--- src/include/slu_regs.vh ---
// Purpose: Register map and constants of the sensor link UART front end
// Assumes: APB, 32-bit data, one aligned word per register
// Notes:   Definitions only
`ifndef SLU_REGS_VH
`define SLU_REGS_VH

// ----------------------------------------------------------------------
// Register offsets (byte addresses)
// ----------------------------------------------------------------------
`define SLU_ADDR_CTRL      12'h000
`define SLU_ADDR_STAT      12'h004
`define SLU_ADDR_MASK      12'h008
`define SLU_ADDR_TXDATA    12'h00C
`define SLU_ADDR_RXDATA    12'h010
`define SLU_ADDR_SEQLEN    12'h014
`define SLU_ADDR_LINE      12'h018
`define SLU_ADDR_BUF0      12'h040
`define SLU_ADDR_BUF_LAST  12'h078

// ----------------------------------------------------------------------
// CTRL fields
// ----------------------------------------------------------------------
`define SLU_CTRL_MODE_LO   0
`define SLU_CTRL_MODE_HI   1
`define SLU_CTRL_COM3      2
`define SLU_CTRL_CQ_LO     4
`define SLU_CTRL_CQ_HI     5
`define SLU_CTRL_AUX_LO    6
`define SLU_CTRL_AUX_HI    7
`define SLU_CTRL_CQ_VAL    8
`define SLU_CTRL_AUX_VAL   9
`define SLU_CTRL_RESET     32'h0000_0000

// UART modes
`define SLU_MODE_TRANSP    2'h0
`define SLU_MODE_SINGLE    2'h1
`define SLU_MODE_MULTI     2'h2

// Output stage modes
`define SLU_DRV_HIZ        2'h0
`define SLU_DRV_HS         2'h1
`define SLU_DRV_LS         2'h2
`define SLU_DRV_PP         2'h3

// ----------------------------------------------------------------------
// STAT / MASK bits
// ----------------------------------------------------------------------
`define SLU_ST_OCTET       0
`define SLU_ST_SEQ         1
`define SLU_ST_PERR        2
`define SLU_ST_CKERR       3
`define SLU_ST_CQ_OVL      4
`define SLU_ST_AUX_OVL     5
`define SLU_ST_TXDONE      6
`define SLU_ST_W           7

// ----------------------------------------------------------------------
// Link timing
// ----------------------------------------------------------------------
`define SLU_CLK_HZ         40000000
`define SLU_COM2_BAUD      38400
`define SLU_COM3_BAUD      230400
`define SLU_OVS            16
`define SLU_MAX_SEQ        15
`define SLU_CK_SEED        8'h52

`endif

--- src/design/slu_top.v ---
// Purpose: Digital core of a dual line sensor transceiver with link UART
// Assumes: APB slave on pclk, line inputs synchronous to pclk
// Notes:   Overload inputs come from the analog current limiters
`timescale 1ns/1ps
`default_nettype none
`include "slu_regs.vh"
module slu_top #(
    parameter CLK_HZ = `SLU_CLK_HZ,
    parameter MAX_SEQ = `SLU_MAX_SEQ
) (
    input  wire        pclk,
    input  wire        presetn,
    input  wire        psel,
    input  wire        penable,
    input  wire        pwrite,
    input  wire [11:0] paddr,
    input  wire [31:0] pwdata,
    output reg  [31:0] prdata,
    output reg         pready,
    output reg         pslverr,
    output reg         irq,
    input  wire        cq_line_in,
    output reg         cq_line_out,
    output reg         cq_line_oe,
    input  wire        aux_line_io_in,
    output reg         aux_line_io_out,
    output reg         aux_line_io_oe,
    input  wire        aux_direct_drive_in,
    input  wire        cq_ovl,
    input  wire        aux_ovl
);
    localparam integer DIV2_FULL = CLK_HZ / (`SLU_COM2_BAUD * `SLU_OVS);
    localparam integer DIV3_FULL = CLK_HZ / (`SLU_COM3_BAUD * `SLU_OVS);
    localparam [15:0]  DIV2      = DIV2_FULL[15:0];
    localparam [15:0]  DIV3      = DIV3_FULL[15:0];

    reg [31:0]            ctrl;
    reg [`SLU_ST_W-1:0]   stat;
    reg [`SLU_ST_W-1:0]   mask;
    reg [7:0]             buf_mem [0:MAX_SEQ-1];
    reg [3:0]             seq_len;
    reg [3:0]             wr_idx;
    reg [7:0]             cksum;
    reg [7:0]             rx_last;
    reg [15:0]            div_cnt;
    reg                   tick;
    reg                   link_active;
    reg                   tx_load;
    reg [7:0]             tx_byte;
    reg [`SLU_ST_W-1:0]   next_stat;
    reg                   tx_busy_q;

    wire [1:0] mode    = ctrl[`SLU_CTRL_MODE_HI:`SLU_CTRL_MODE_LO];
    wire [1:0] cq_drv  = ctrl[`SLU_CTRL_CQ_HI:`SLU_CTRL_CQ_LO];
    wire [1:0] aux_drv = ctrl[`SLU_CTRL_AUX_HI:`SLU_CTRL_AUX_LO];
    wire       wr_en   = psel && penable && pwrite;
    wire       rd_en   = psel && !penable && !pwrite;
    wire [7:0] rx_byte;
    wire       rx_valid;
    wire       rx_perr;
    wire       tx_out;
    wire       tx_busy;

    // ------------------------------------------------------------------
    // Decoding helpers
    // ------------------------------------------------------------------
    function is_buf;
        input [11:0] a;
        begin
            is_buf = (a >= `SLU_ADDR_BUF0) && (a <= `SLU_ADDR_BUF_LAST)
                     && (a[1:0] == 2'h0);
        end
    endfunction

    function [1:0] drive;
        input [1:0] m;
        input       v;
        begin
            case (m)
                `SLU_DRV_HS: drive = {v, 1'b1};
                `SLU_DRV_LS: drive = {~v, 1'b0};
                `SLU_DRV_PP: drive = {1'b1, v};
                default:     drive = 2'h0;
            endcase
        end
    endfunction

    // ------------------------------------------------------------------
    // Baud tick, crystal free, from core clock
    // ------------------------------------------------------------------
    always @(posedge pclk or negedge presetn) begin
        if (!presetn) begin
            div_cnt <= 16'h0000;
            tick    <= 1'b0;
        end else if (div_cnt == 16'h0000) begin
            div_cnt <= ctrl[`SLU_CTRL_COM3] ? DIV3 - 16'h0001 : DIV2 - 16'h0001;
            tick    <= 1'b1;
        end else begin
            div_cnt <= div_cnt - 16'h0001;
            tick    <= 1'b0;
        end
    end

    slu_uart_rx u_rx (
        .pclk     (pclk),
        .presetn  (presetn),
        .tick     (tick),
        .rx_in    (cq_line_in),
        .rx_byte  (rx_byte),
        .rx_valid (rx_valid),
        .rx_perr  (rx_perr)
    );

    slu_uart_tx u_tx (
        .pclk    (pclk),
        .presetn (presetn),
        .tick    (tick),
        .load    (tx_load),
        .data    (tx_byte),
        .tx_out  (tx_out),
        .busy    (tx_busy)
    );

    // ------------------------------------------------------------------
    // Transmit end detection for the done event
    // ------------------------------------------------------------------
    always @(posedge pclk or negedge presetn) begin
        if (!presetn) begin
            tx_busy_q <= 1'b0;
        end else begin
            tx_busy_q <= tx_busy;
        end
    end

    // ------------------------------------------------------------------
    // Status event collection, set wins over clear
    // ------------------------------------------------------------------
    always @* begin
        next_stat = stat;
        if (wr_en && paddr == `SLU_ADDR_STAT) begin
            next_stat = stat & ~pwdata[`SLU_ST_W-1:0];
        end
        if (rx_valid && mode == `SLU_MODE_TRANSP) begin
            next_stat[`SLU_ST_OCTET] = 1'b1;
        end
        if (rx_valid && mode == `SLU_MODE_SINGLE) begin
            next_stat[`SLU_ST_OCTET] = 1'b1;
            next_stat[`SLU_ST_PERR]  = next_stat[`SLU_ST_PERR] | rx_perr;
        end
        if (rx_valid && mode == `SLU_MODE_MULTI) begin
            next_stat[`SLU_ST_PERR] = next_stat[`SLU_ST_PERR] | rx_perr;
            if (wr_idx + 4'h1 == seq_len) begin
                next_stat[`SLU_ST_SEQ]   = 1'b1;
                next_stat[`SLU_ST_CKERR] = next_stat[`SLU_ST_CKERR]
                                           | ((cksum ^ rx_byte) != `SLU_CK_SEED);
            end
        end
        if (cq_ovl) begin
            next_stat[`SLU_ST_CQ_OVL] = 1'b1;
        end
        if (aux_ovl) begin
            next_stat[`SLU_ST_AUX_OVL] = 1'b1;
        end
        if (tx_busy_q && !tx_busy) begin
            next_stat[`SLU_ST_TXDONE] = 1'b1;
        end
    end

    // ------------------------------------------------------------------
    // Registers, receive buffer and APB
    // ------------------------------------------------------------------
    integer i;
    always @(posedge pclk or negedge presetn) begin
        if (!presetn) begin
            ctrl        <= `SLU_CTRL_RESET;
            stat        <= {`SLU_ST_W{1'b0}};
            mask        <= {`SLU_ST_W{1'b0}};
            seq_len     <= 4'h0;
            wr_idx      <= 4'h0;
            cksum       <= `SLU_CK_SEED;
            rx_last     <= 8'h00;
            link_active <= 1'b0;
            tx_load     <= 1'b0;
            tx_byte     <= 8'h00;
            prdata      <= 32'h0000_0000;
            pready      <= 1'b0;
            pslverr     <= 1'b0;
            irq         <= 1'b0;
            for (i = 0; i < MAX_SEQ; i = i + 1) begin
                buf_mem[i] <= 8'h00;
            end
        end else begin
            stat    <= next_stat;
            irq     <= |(next_stat & mask);
            tx_load <= 1'b0;
            pready  <= psel && !penable;
            pslverr <= 1'b0;
            if (rx_valid) begin
                rx_last     <= rx_byte;
                link_active <= 1'b1;
                if (mode == `SLU_MODE_MULTI) begin
                    buf_mem[wr_idx] <= rx_byte;
                    if (wr_idx + 4'h1 == seq_len) begin
                        wr_idx <= 4'h0;
                        cksum  <= `SLU_CK_SEED;
                    end else begin
                        wr_idx <= wr_idx + 4'h1;
                        cksum  <= cksum ^ rx_byte;
                    end
                end
            end
            if (wr_en) begin
                case (paddr)
                    `SLU_ADDR_CTRL:   ctrl <= pwdata;
                    `SLU_ADDR_MASK:   mask <= pwdata[`SLU_ST_W-1:0];
                    `SLU_ADDR_SEQLEN: begin
                        if (pwdata[3:0] != 4'h0) begin
                            seq_len <= pwdata[3:0];
                        end
                        wr_idx <= 4'h0;
                        cksum  <= `SLU_CK_SEED;
                    end
                    `SLU_ADDR_TXDATA: begin
                        tx_byte <= pwdata[7:0];
                        tx_load <= 1'b1;
                    end
                    `SLU_ADDR_LINE:   link_active <= pwdata[0];
                    `SLU_ADDR_STAT:   ;
                    default:          ;
                endcase
            end
            if (rd_en) begin
                prdata <= 32'h0000_0000;
                case (paddr)
                    `SLU_ADDR_CTRL:   prdata <= ctrl;
                    `SLU_ADDR_STAT:   prdata <= {25'h0, stat};
                    `SLU_ADDR_MASK:   prdata <= {25'h0, mask};
                    `SLU_ADDR_RXDATA: prdata <= {24'h0, rx_last};
                    `SLU_ADDR_SEQLEN: prdata <= {24'h0, wr_idx, seq_len};
                    `SLU_ADDR_LINE:   prdata <= {28'h0, tx_busy, aux_line_io_in,
                                                 cq_line_in, link_active};
                    default: begin
                        if (is_buf(paddr)) begin
                            prdata <= {24'h0, buf_mem[paddr[5:2]]};
                        end
                    end
                endcase
            end
            if (psel && !penable && !pwrite && paddr != `SLU_ADDR_CTRL
                && paddr != `SLU_ADDR_STAT && paddr != `SLU_ADDR_MASK
                && paddr != `SLU_ADDR_RXDATA && paddr != `SLU_ADDR_SEQLEN
                && paddr != `SLU_ADDR_LINE && !is_buf(paddr)) begin
                pslverr <= 1'b1;
            end
            if (psel && !penable && pwrite && paddr != `SLU_ADDR_CTRL
                && paddr != `SLU_ADDR_STAT && paddr != `SLU_ADDR_MASK
                && paddr != `SLU_ADDR_TXDATA && paddr != `SLU_ADDR_SEQLEN
                && paddr != `SLU_ADDR_LINE) begin
                pslverr <= 1'b1;
            end
        end
    end

    // ------------------------------------------------------------------
    // Line output stages
    // ------------------------------------------------------------------
    always @(posedge pclk or negedge presetn) begin
        if (!presetn) begin
            cq_line_out     <= 1'b0;
            cq_line_oe      <= 1'b0;
            aux_line_io_out <= 1'b0;
            aux_line_io_oe  <= 1'b0;
        end else begin
            if (link_active && tx_busy) begin
                {cq_line_oe, cq_line_out} <= {1'b1, tx_out};
            end else if (link_active) begin
                {cq_line_oe, cq_line_out} <= 2'h0;
            end else begin
                {cq_line_oe, cq_line_out} <= drive(cq_drv, ctrl[`SLU_CTRL_CQ_VAL]);
            end
            {aux_line_io_oe, aux_line_io_out} <=
                drive(aux_drv, aux_direct_drive_in | ctrl[`SLU_CTRL_AUX_VAL]);
        end
    end
endmodule // slu_top
`default_nettype wire

--- src/design/slu_uart_rx.v ---
// Purpose: Line receiver, 1 start, 8 data LSB first, even parity, 1 stop
// Assumes: Sample tick at 16x baud, line input already synchronous
// Notes:   Timing taken from the start edge, no crystal reference
`timescale 1ns/1ps
`default_nettype none
`include "slu_regs.vh"
module slu_uart_rx (
    input  wire       pclk,
    input  wire       presetn,
    input  wire       tick,
    input  wire       rx_in,
    output reg  [7:0] rx_byte,
    output reg        rx_valid,
    output reg        rx_perr
);
    localparam IDLE = 2'h0;
    localparam DATA = 2'h1;
    localparam STOP = 2'h2;

    reg [1:0] state;
    reg [3:0] phase;
    reg [3:0] nbit;
    reg [8:0] shift;

    // ------------------------------------------------------------------
    // Bit recovery from start edge
    // ------------------------------------------------------------------
    always @(posedge pclk or negedge presetn) begin
        if (!presetn) begin
            state    <= IDLE;
            phase    <= 4'h0;
            nbit     <= 4'h0;
            shift    <= 9'h000;
            rx_byte  <= 8'h00;
            rx_valid <= 1'b0;
            rx_perr  <= 1'b0;
        end else begin
            rx_valid <= 1'b0;
            if (tick) begin
                case (state)
                    IDLE: begin
                        if (!rx_in) begin
                            state <= DATA;
                            phase <= 4'h8;
                            nbit  <= 4'h0;
                        end
                    end
                    DATA: begin
                        phase <= phase + 4'h1;
                        if (phase == 4'hF) begin
                            if (nbit == 4'h0 && rx_in) begin
                                state <= IDLE;
                            end else if (nbit != 4'h0) begin
                                shift <= {rx_in, shift[8:1]};
                            end
                            nbit <= nbit + 4'h1;
                            if (nbit == 4'h9) begin
                                state <= STOP;
                            end
                        end
                    end
                    STOP: begin
                        phase <= phase + 4'h1;
                        if (phase == 4'hF) begin
                            state    <= IDLE;
                            rx_byte  <= shift[7:0];
                            rx_perr  <= (^shift) | ~rx_in;
                            rx_valid <= 1'b1;
                        end
                    end
                    default: state <= IDLE;
                endcase
            end
        end
    end
endmodule // slu_uart_rx
`default_nettype wire

--- src/design/slu_uart_tx.v ---
// Purpose: Line transmitter, 1 start, 8 data LSB first, even parity, 1 stop
// Assumes: Sample tick at 16x baud
// Notes:   busy stays high from load to end of stop bit
`timescale 1ns/1ps
`default_nettype none
`include "slu_regs.vh"
module slu_uart_tx (
    input  wire       pclk,
    input  wire       presetn,
    input  wire       tick,
    input  wire       load,
    input  wire [7:0] data,
    output reg        tx_out,
    output reg        busy
);
    reg [10:0] frame;
    reg [3:0]  phase;
    reg [3:0]  nbit;

    // ------------------------------------------------------------------
    // Frame shifter
    // ------------------------------------------------------------------
    always @(posedge pclk or negedge presetn) begin
        if (!presetn) begin
            frame  <= 11'h7FF;
            phase  <= 4'h0;
            nbit   <= 4'h0;
            tx_out <= 1'b1;
            busy   <= 1'b0;
        end else if (load && !busy) begin
            frame <= {1'b1, ^data, data, 1'b0};
            phase <= 4'h0;
            nbit  <= 4'h0;
            busy  <= 1'b1;
        end else if (busy && tick) begin
            tx_out <= frame[0];
            phase  <= phase + 4'h1;
            if (phase == 4'hF) begin
                frame <= {1'b1, frame[10:1]};
                nbit  <= nbit + 4'h1;
                if (nbit == 4'hA) begin
                    busy <= 1'b0;
                end
            end
        end
    end
endmodule // slu_uart_tx
`default_nettype wire

--- config.mk ---
export PLATFORM = sky130hd
export DESIGN_NAME = slu_top
export DESIGN_NICKNAME = d
export VERILOG_FILES = /design/src/design/slu_top.v /design/src/design/slu_uart_rx.v /design/src/design/slu_uart_tx.v
export VERILOG_INCLUDE_DIRS = /design/src /design/src/include
export SDC_FILE = /design/constraint.sdc
export NUM_CORES = 1
export LEC_CHECK = 0
export ABC_AREA = 1
export BUFFER_PORTS_ARGS = -buffer_cell sky130_fd_sc_hd__buf_2
export CORE_ASPECT_RATIO = 1.1
export CORE_MARGIN = 5
export CORE_UTILIZATION = 40
export CTS_BUF_LIST = sky130_fd_sc_hd__clkbuf_4
export DETAILED_ROUTE_END_ITERATION = 10
export PLACE_DENSITY_LB_ADDON = 0.05
export SYNTH_ARGS = -nofsm -noshare
export SYNTH_HDL_FRONTEND = slang
export SYNTH_HIERARCHICAL = 1
export SYNTH_SLANG_ARGS = --single-unit
--- constraint.sdc ---
create_clock -name pclk -period 5.08 [get_ports pclk]
set_clock_uncertainty 0.2 [all_clocks]
set_input_delay 0.254 -clock pclk [delete_from_list [all_inputs] [get_ports pclk]]
set_output_delay 0.254 -clock pclk [all_outputs]
set_load 0.01 [all_outputs]
Yosys cells after proc, flatten, opt, wreduce, memory -nomap -nowiden --
Cells that the tools add are included.
Storage, ports and cells: flip-flop bits (word level) 307, input bits 54, output and inout port bits 39
Operators by class: $add $sub $neg 6, magnitude comparators 5, eq/ne operators 32, multiplexer cells 70, bitwise logic cells 16, reductions and logical operators 65
Operators with widths (count):
- $pmux 32 s6 | 1
- $bwmux 120 | 1
- $mux 8 | 9
- $mux 4 | 13
- $eq 12x5->1 const B | 3
- $ne 12x5->1 const B | 3
- $mux 11 | 3
- $bmux 8 s4 | 1
- $demux 8 s4 | 1
- $logic_and 1x1->1 | 30
- $mux 1 | 27
- $eq 12x4->1 const B | 2
- $ne 12x4->1 const B | 2
- $add 4x1->4 const B | 5
- $pmux 2 s3 | 3
- $eq 4x4->1 const B | 4
- $logic_not 16->1 | 1
- $mux 16 | 1
- $pmux 4 s2 | 2
- $sub 16x1->16 const B | 1
- $and 7x7->7 | 2
- $mux 7 | 2
- $eq 12x3->1 const B | 1
- $eq 2x2->1 const B | 6
- other kinds (33) | 70

Logic depth before layout (Yosys ltp) --
Gate-level depths: netlist of the first run.
word-level depth 12, gate-level depth with buffers 14

By module --
The synthesis of the first run kept the hierarchy.
Modules (own cells, without submodules):
- slu_top | instances 1, cells each 1391, area each 11942.7 µm²
- slu_uart_rx | instances 1, cells each 177, area each 1577.8 µm²
- slu_uart_tx | instances 1, cells each 144, area each 1138.6 µm²

Worst setup path after synthesis of the first run --
No wires, ideal clock.
path kind flip-flop to flip-flop, start point register wr_idx[0], end point register cksum[4], data arrival time 1.609 ns, required time 4.799 ns, slack 3.189 ns, stages on the path, launching flop included 10, path buffers 0, clock period less this slack 1.891 ns, cell sequence dfrtp_1 -> inv_1 -> ha_1 -> nor2_1 -> o21ai_0 -> nor2_1 -> nand3_1 -> nand2_2 -> inv_1 -> o211ai_1
On the way: longest elaborated chain between the ends 7
RTL lines:
- from (decl) | line slu_top.v:42 | reg [3:0] wr_idx;
- from (signal assigned) | line slu_top.v:207 | wr_idx <= wr_idx + 4'h1;
- $add 4x1->4 (*) | line slu_top.v:203 | if (wr_idx + 4'h1 == seq_len) begin
- $eq 4x4->1 (*) | line slu_top.v:203
- $mux 8 (*) | line slu_top.v:203
- $mux 8 (*) | line slu_top.v:201 | if (mode == `SLU_MODE_MULTI) begin
- $mux 8 (*) | line slu_top.v:198 | if (rx_valid) begin
- $mux 8 | line slu_top.v:213 | case (paddr)
- $mux 8 (*) | line slu_top.v:212 | if (wr_en) begin
- to (signal assigned) | line slu_top.v:205 | cksum <= `SLU_CK_SEED;
- to (signal assigned) | line slu_top.v:208 | cksum <= cksum ^ rx_byte;
- to (signal assigned) | line slu_top.v:221 | cksum <= `SLU_CK_SEED;
- to (decl) | line slu_top.v:43 | reg [7:0] cksum;
Mark *: on every way between the ends. The rest lies on a longest branch, timed or not. A chain may end at the register's enable or synchronous reset.

Final worst setup path of the first run --
start point input port paddr[10], end point register prdata[2]
On the way: longest elaborated chain between the ends 5, elaborated cells on any way between the ends 12, those cells by class 2 x order compare; 5 x eq/ne; 2 x mux; 3 x reduce/logical
RTL lines:
- from (decl) | line slu_top.v:16 | input wire [11:0] paddr,
- $ge 12x7->1 (no line) or $le 12x7->1 (tied branches)
- $logic_and 1x1->1 (2 in a row) | line slu_top.v:70 | is_buf = (a >= `SLU_ADDR_BUF0) && (a <= `SLU_ADDR_BUF_LAST)
- $mux 8 | line slu_top.v:243 | if (is_buf(paddr)) begin
- $pmux 32 s6 (*) | line slu_top.v:234 | case (paddr)
- to (signal assigned) | line slu_top.v:235 | `SLU_ADDR_CTRL: prdata <= ctrl;
- to (signal assigned) | line slu_top.v:236 | `SLU_ADDR_STAT: prdata <= {25'h0, stat};
- to (signal assigned) | line slu_top.v:244 | prdata <= {24'h0, buf_mem[paddr[5:2]]};
- to (decl) | line slu_top.v:18 | output reg [31:0] prdata,
Marked as above.

==> results_dict.tcl, run 1 <==
set metrics [dict create \
    vias 12100 \
    clk_latency_ns 0.75 \
    rsz0062_at_grt "false" \
    max_slew_margin 0.214 \
    slowest_delay_ns 0.59 \
    p_clk_frac 0.440 \
    grt_usage 0.214 \
    dpl_cell_area_mm2 0.0154 \
    netlist_area_mm2 0.0147 \
    cts-resized-gates 0 \
    grt_first_pass_wirelength_um 67700 \
    worstPathRequired_ns 5.55 \
    path_common_cell "dlygate4sd3_1" \
    drtIter0Drc 697 \
    status "finished, final reports clean" \
    die-area_mm2 0.0406 \
    pre_cts_ws_ns 2.06 \
    clockBufferDepth 3 \
    cts-root-buf "clkbuf_4" \
    antenna_found_initial 1 \
    routed_wl_um 42900 \
    critPathSlowestCell "dlygate4sd3_1" \
    vias_per_cell 4.91 \
    syn_to_final_growth_pct 18.7 \
    die_x_um 193 \
    final_nets 1980 \
    grt_pass1_vias 12300 \
    overflow 0 \
    tns_ns 0 \
    start_util 0.405 \
    ys_types 51 \
    dr.pass1.iters 7 \
    syn_inst 1712 \
    top_layer "met4" \
    wl_met3_um 1940 \
    worstPathMaxFanout 7 \
    synthTopCellsByArea "dfrtp_1 50%, nand2_1 11%, o21ai_0 5.5%, inv_1 4.8%, nor2_1 4.0%" \
    path_class "input pin to flip-flop" \
    dieHeight_um 211 \
    pwr-share-comb 0.106 \
    syn_avg_cell_area_um2 8.56 \
    synth.largest_area_cell "dfrtp_1" \
    drt.antenna.violating_nets 0 \
    rows 73 \
    post_route_cells_drive_above_1_share 0.181 \
    endpoint_kind "flip-flop" \
    timing.final.crit_share 0.614 \
    clock-sinks 306 \
    design_area_mm2 0.0174 \
    hpwl_um 28500 \
    cap_violations 0 \
    cts_tree "done" \
    setup_violations 0 \
    ys_seq_area_frac 0.524 \
    pwr_density_cell_mw_per_mm2 326 \
    ys_warn_count 6 \
    drv_slew 0 \
    cp_cell_sequence "dlygate4sd3_1 -> buf_2 -> nor2_2 -> nand3_1 -> dlygate4sd3_1 -> nor2_1 -> dlygate4sd3_1 -> nand2_1 -> inv_1 -> nand3_1 -> a21boi_1 -> dlygate4sd3_1" \
    final-hold-violation-count 0 \
    synth_seq_cells 306 \
    fin_crit_ns 3.12 \
    sw_frac_of_total 0.269 \
    sequentialPowerShare 0.453 \
    finish.utilization 0.481 \
    cp-start-kind "input pin" \
    max_freq_mhz 321 \
    syn_nets 1783 \
    cts_max_level 3 \
    globalplace.congestion 0.851 \
    io_pins 93 \
    cts_inserted_buffers 87 \
    synth_top_area_frac 0.498 \
    internal_power_mw 4.14 \
    drc 0 \
    power.leakage_nw 8.41 \
    core_mm2 0.0362 \
    wl_per_cell_um 17.4 \
    dr_wl_met2_um 20600 \
    cp.arrival_ns 3.59 \
    hp-class "input pin to flip-flop" \
    switchingPower_mw 1.53 \
    tightest_slew_ns 1.17 \
    clk_pin_slew_ns 0.06 \
    post-route-worst-setup-slack_ns 1.96 \
    ir_drop_uv 225 \
    port_buffers 92 \
    wl_met1_um 19300 \
    grt_max_degree 129 \
]
==> sequential cells by signal, indices dropped and copies added, names as in the netlist, 7 cells and up <==
register / cells
tx_byte: 8
prdata: 32
div_cnt: 16
rx_last: 8
cksum: 8
u_tx/frame: 10
mask: 7
buf_mem: 120
u_rx/shift: 9
ctrl: 32
stat: 7
u_rx/rx_byte: 8
==> cell usage after synthesis, drive strengths merged <==
cell type  count
ha            17
o2111ai        7
nand4         21
nor4           2
nand2        446
o22ai         16
a211oi         8
nor3b          1
xnor2          5
a21boi         5
nand3b         1
nand3         69
dfstp         14
clkbuf        23
o211ai         8
nor2         172
dfrtp        292
nor3          11
or2            7
buf           40
xor2           6
mux2          24
a31oi          6
a21oi        104
o31ai          5
a22oi         14
inv          198
clkinv         2
o21ai        188
==> worst paths after layout <==
check | startpoint | end | slack, ns | depth (start not counted)
min in group asynchronous | presetn | buf_mem[55] | 0.48 | 4
min | pwdata[30] | ctrl[30] | 0.09 | 3
max reg2reg | u_rx/rx_valid | buf_mem[80] | 2.19 | 5
max | paddr[10] | prdata[2] | 1.96 | 12
min reg2reg | u_tx/frame[2] | u_tx/frame[2] | 0.27 | 2
max in group asynchronous | presetn | div_cnt[5] | 3.39 | 4
==> power by group through the flow <==
stage | Combinational, mW | Sequential (mW) | Clock (mW)
global route | 0.688 | 2.58 | 2.74
finish | 0.604 | 2.57 | 2.50
detailed placement | 0.569 | 2.61 | 0
CTS | 0.612 | 2.57 | 2.59
global placement | 0.562 | 2.61 | 0
floorplan | 0.375 | 2.61 | 0
==> critical path: cells and delay by family <==
kind	cells	cell delay [ns]
AO/OA/AOI/OAI	1	0.13
buffers and inverters	6	2.58
AND/OR/NAND/NOR	5	0.62
==> metrics by stage <==
stage	hold slack (ns)	cells	total power, mW
after floorplan	-0.242	1712	2.98
after global placement	0.0749	2236	3.18
after detailed placement	0.0796	2236	3.18
after CTS	0.0000325	2465	5.77
after global routing	0.0328	2467	6.00
final	0.0935	2467	5.67
==> repair_timing <==
| item | in CTS | in global routing |
|---|---|---|
| hold buffers | 71 | 0 |
| buffers inserted | 0 | 0 |
| hold endpoints to repair | 342 | 0 |
==> kinds of logic (layout without fill, tap and decap cells) <==
group                    count (synthesis)  count (layout)  synth area share
AO/OA/AOI/OAI                          361             361             0.140
XOR/XNOR                                11              11           0.00657
adder cells (fa/ha/maj)                 17              17            0.0145
buffers and inverters                  263             529            0.0766
flip-flops                             306             306             0.524
multiplexers                            24              24            0.0246
other                                    0               2                 0
AND/OR/NAND/NOR                        730             730             0.214
==> cell usage in the layout, fill, tap and decap left out, types with 17 or more instances in the layout <==
master and n:
o21ai_2 20, clkinv_1 17, o21ai_0 162, dlygate4sd3_1 70, nand3_1 66, mux2_4 24, ha_1 17, nor2_1 155
inv_1 186, a21oi_1 103, nand4_1 20, dfrtp_1 292, buf_2 91, nand2_1 431, clkbuf_4 135
==> routing by layer <==
metal / GRT usage / up-vias
li1: - / 6018
met1: 0.286 / 5769
met2: 0.351 / 258
met3: 0.0403 / 63
met4: 0.0718 / 0
met5: 0 / -
==> layout make-up <==
type | instances | area, µm²
clock inverter | 23 | 198
antenna | 2 | 5.00
sequential | 306 | 7670
inverter | 200 | 759
multi-input combinational | 1143 | 5860
fill | 3650 | 18800
clock buffer | 135 | 1010
tap | 487 | 609
timing repair buffer | 171 | 1270
No activity file was read; power rests on OpenSTA's default activity.
==> run 2: changes to the inputs <==
==> constraint.sdc (replaced) <==
create_clock -name pclk -period 2.55 [get_ports pclk]
set_clock_uncertainty 0.2 [all_clocks]
set_input_delay 0.1275 -clock pclk [delete_from_list [all_inputs] [get_ports pclk]]
set_output_delay 0.1275 -clock pclk [all_outputs]
set_load 0.01 [all_outputs]
==> run 2 against run 1 <==
- worst hold slack gained 0.0079 ns
- total power rose by 94%
- first-iteration DRC count decreased by 2.9%
- cell count rose by 3.0%
- flip-flop and latch count did not move
- non-clock buffer count increased by 79
- sequential share of layout area is 1.6 points lower
- via count increased by 1.9%
- setup slack worse by 1.9 ns
- die area unchanged
- utilization is 1.8 points higher
- critical endpoint is now pslverr
==> results_dict.tcl, run 2 (synthesized netlist as in run 1, its figures left out) <==
set metrics [dict create \
    status "finished, final reports clean" \
    dieHeight_um 211 \
    worstPathMaxFanout 10 \
    pre_cts_ws_ns 0.381 \
    start_util 0.405 \
    clock-sinks 306 \
    clockBufferDepth 3 \
    hpwl_um 29200 \
    endpoint_kind "flip-flop" \
    cts_tree "done" \
    fin_crit_ns 2.51 \
    grt_pass1_vias 12300 \
    min_from "psel" \
    path_buf_inv 5 \
    vias_per_cell 4.86 \
    cp-start-kind "input pin" \
    hp-class "input pin to flip-flop" \
    max_slew_margin 0.318 \
    reg2regPathDepth 9 \
    worstReg2RegEnd "cksum[4]" \
    drc 0 \
    drtIter0Drc 677 \
    critical_path.top_delay_family "buffers and inverters" \
    dr.pass1.iters 5 \
    drv_slew 0 \
    pwr_density_cell_mw_per_mm2 609 \
    timing.final.crit_share 0.985 \
    rsz0062_at_grt "true" \
    grt_max_degree 79 \
    largest_reg_flops 120 \
    seqCellArea_mm2 0.00767 \
    overflow 0 \
    worstPathRequired_ns 2.90 \
    globalplace.congestion 0.840 \
    vias 12300 \
    die_x_um 193 \
    path_class "input pin to flip-flop" \
    rows 73 \
    cp.arrival_ns 2.86 \
    clk_latency_ns 0.75 \
    routed_wl_um 42300 \
    grt_first_pass_wirelength_um 67900 \
    power.leakage_nw 8.76 \
    critPathSlowestCell "dlygate4sd3_1" \
    cp_cell_sequence "dlygate4sd3_1 -> buf_2 -> inv_4 -> nor2_8 -> buf_4 -> nand4_1 -> dlygate4sd3_1 -> nor2_1 -> nor2_1 -> o211ai_1 -> a21oi_1" \
    drt.antenna.violating_nets 0 \
    reg_top3 "buf_mem: 120 flops, ctrl: 32 flops, prdata: 32 flops" \
    hold_ws_ns 0.101 \
    slowest_delay_ns 0.63 \
    switchingPower_mw 2.96 \
    cts-root-buf "clkbuf_4" \
    cts_inserted_buffers 86 \
    ir_drop_uv 400 \
    min_to "pready" \
    p_clk_frac 0.420 \
    multi_input_area_mm2 0.00589 \
    cap_violations 0 \
    tightest_slew_ns 1.02 \
    grt_usage 0.213 \
    setup_violations 0 \
    nFillCells 3612 \
    final_nets 2058 \
    syn_to_final_growth_pct 23.0 \
    max_freq_mhz 398 \
    regMostFlops "buf_mem" \
    sequentialPowerShare 0.466 \
    regToRegStartpoint "wr_idx[0]" \
    die-area_mm2 0.0406 \
    clk_pin_slew_ns 0.06 \
    r2r_setup_slack_ns 0.38 \
    wl_per_cell_um 16.7 \
    post_route_cells_drive_above_1_share 0.198 \
    post-route-worst-setup-slack_ns 0.0389 \
    port_buffers 92 \
    pwr-share-comb 0.113 \
    internal_power_mw 8.02 \
    core_mm2 0.0362 \
    design_area_mm2 0.0180 \
    dpl_cell_area_mm2 0.0159 \
    dp.cells 2284 \
    finish.utilization 0.498 \
    antenna_found_initial 1 \
    mostFrequentLayoutCells "430 x nand2_1, 292 x dfrtp_1, 186 x inv_1" \
    stdcell_count 2540 \
    layout_commonest_cell "nand2_1" \
    holdPathStages 4 \
    io_pins 93 \
    sw_frac_of_total 0.270 \
    cts_max_level 3 \
    final-hold-violation-count 0 \
]
run 2: cell types whose count changed in the layout (fill, tap and decap cells not counted), moves of 3 or more:
cell           previous run  this run
buf_4                     7        54
dlygate4sd3_1            70        97
buf_12                    1         5
clkbuf_4                135       132
run 2: metal layers:
layer	track usage	up-vias	wire, µm
met4	0.0735	0	950
met2	0.347	251	20300
met3	0.0405	58	1960
li1	-	6158	-
met1	0.285	5873	19100
met5	0	-	0
run 2: worst reg2reg max path, delay by kind of cell, from the launching register on:
family | cells | cell delay, ns
flops | 1 | 0.51
simple gates | 4 | 0.62
compound gates | 2 | 0.17
buf+inv | 2 | 0.24
fa+ha+maj | 1 | 0.34
run 2: cell type report:
type	instances	share of cell area
well taps	487	0.0338
inverters	200	0.0424
clock buffers	131	0.0545
repair buffers	250	0.110
diodes	1	0.000139
flip-flops and latches	306	0.426
clock inverters	22	0.00749
multi-input cells	1143	0.326
run 2: worst max path at each step:
stage / cells after the start / to / slack (ns) / startpoint
CTS: 15 / irq / 0.02 / paddr[2]
global placement: 9 / cksum[4] / 0.43 / wr_idx[0]
finish: 11 / pslverr / 0.04 / paddr[4]
detailed placement: 9 / cksum[4] / 0.38 / wr_idx[0]
global route: 12 / ctrl[1] / -0.01 / paddr[0]
floorplan: 9 / cksum[4] / 0.66 / wr_idx[0]
run 2: repair_timing:
action | in CTS | in global routing
hold buffers | 99 | 0
setup endpoints to repair | 0 | 9
endpoints found under the hold margin | 416 | 0
buffers inserted | 0 | 3
resized for setup | 0 | 12
run 2: stage by stage:
stage	total power, mW	TNS (ns)
CTS	11.2	0
global route	11.6	-0.0129
detailed placement	6.36	0
floorplan	5.94	0
global placement	6.34	0
finish	11.0	0
run 2: power by group through the flow:
stage / combinational (mW) / clock, mW / sequential [mW]
after floorplan: 0.748 / 0 / 5.19
after global placement: 1.14 / 0 / 5.21
after detailed placement: 1.15 / 0 / 5.21
after CTS: 1.26 / 4.81 / 5.12
after global routing: 1.42 / 5.07 / 5.14
final: 1.24 / 4.62 / 5.12
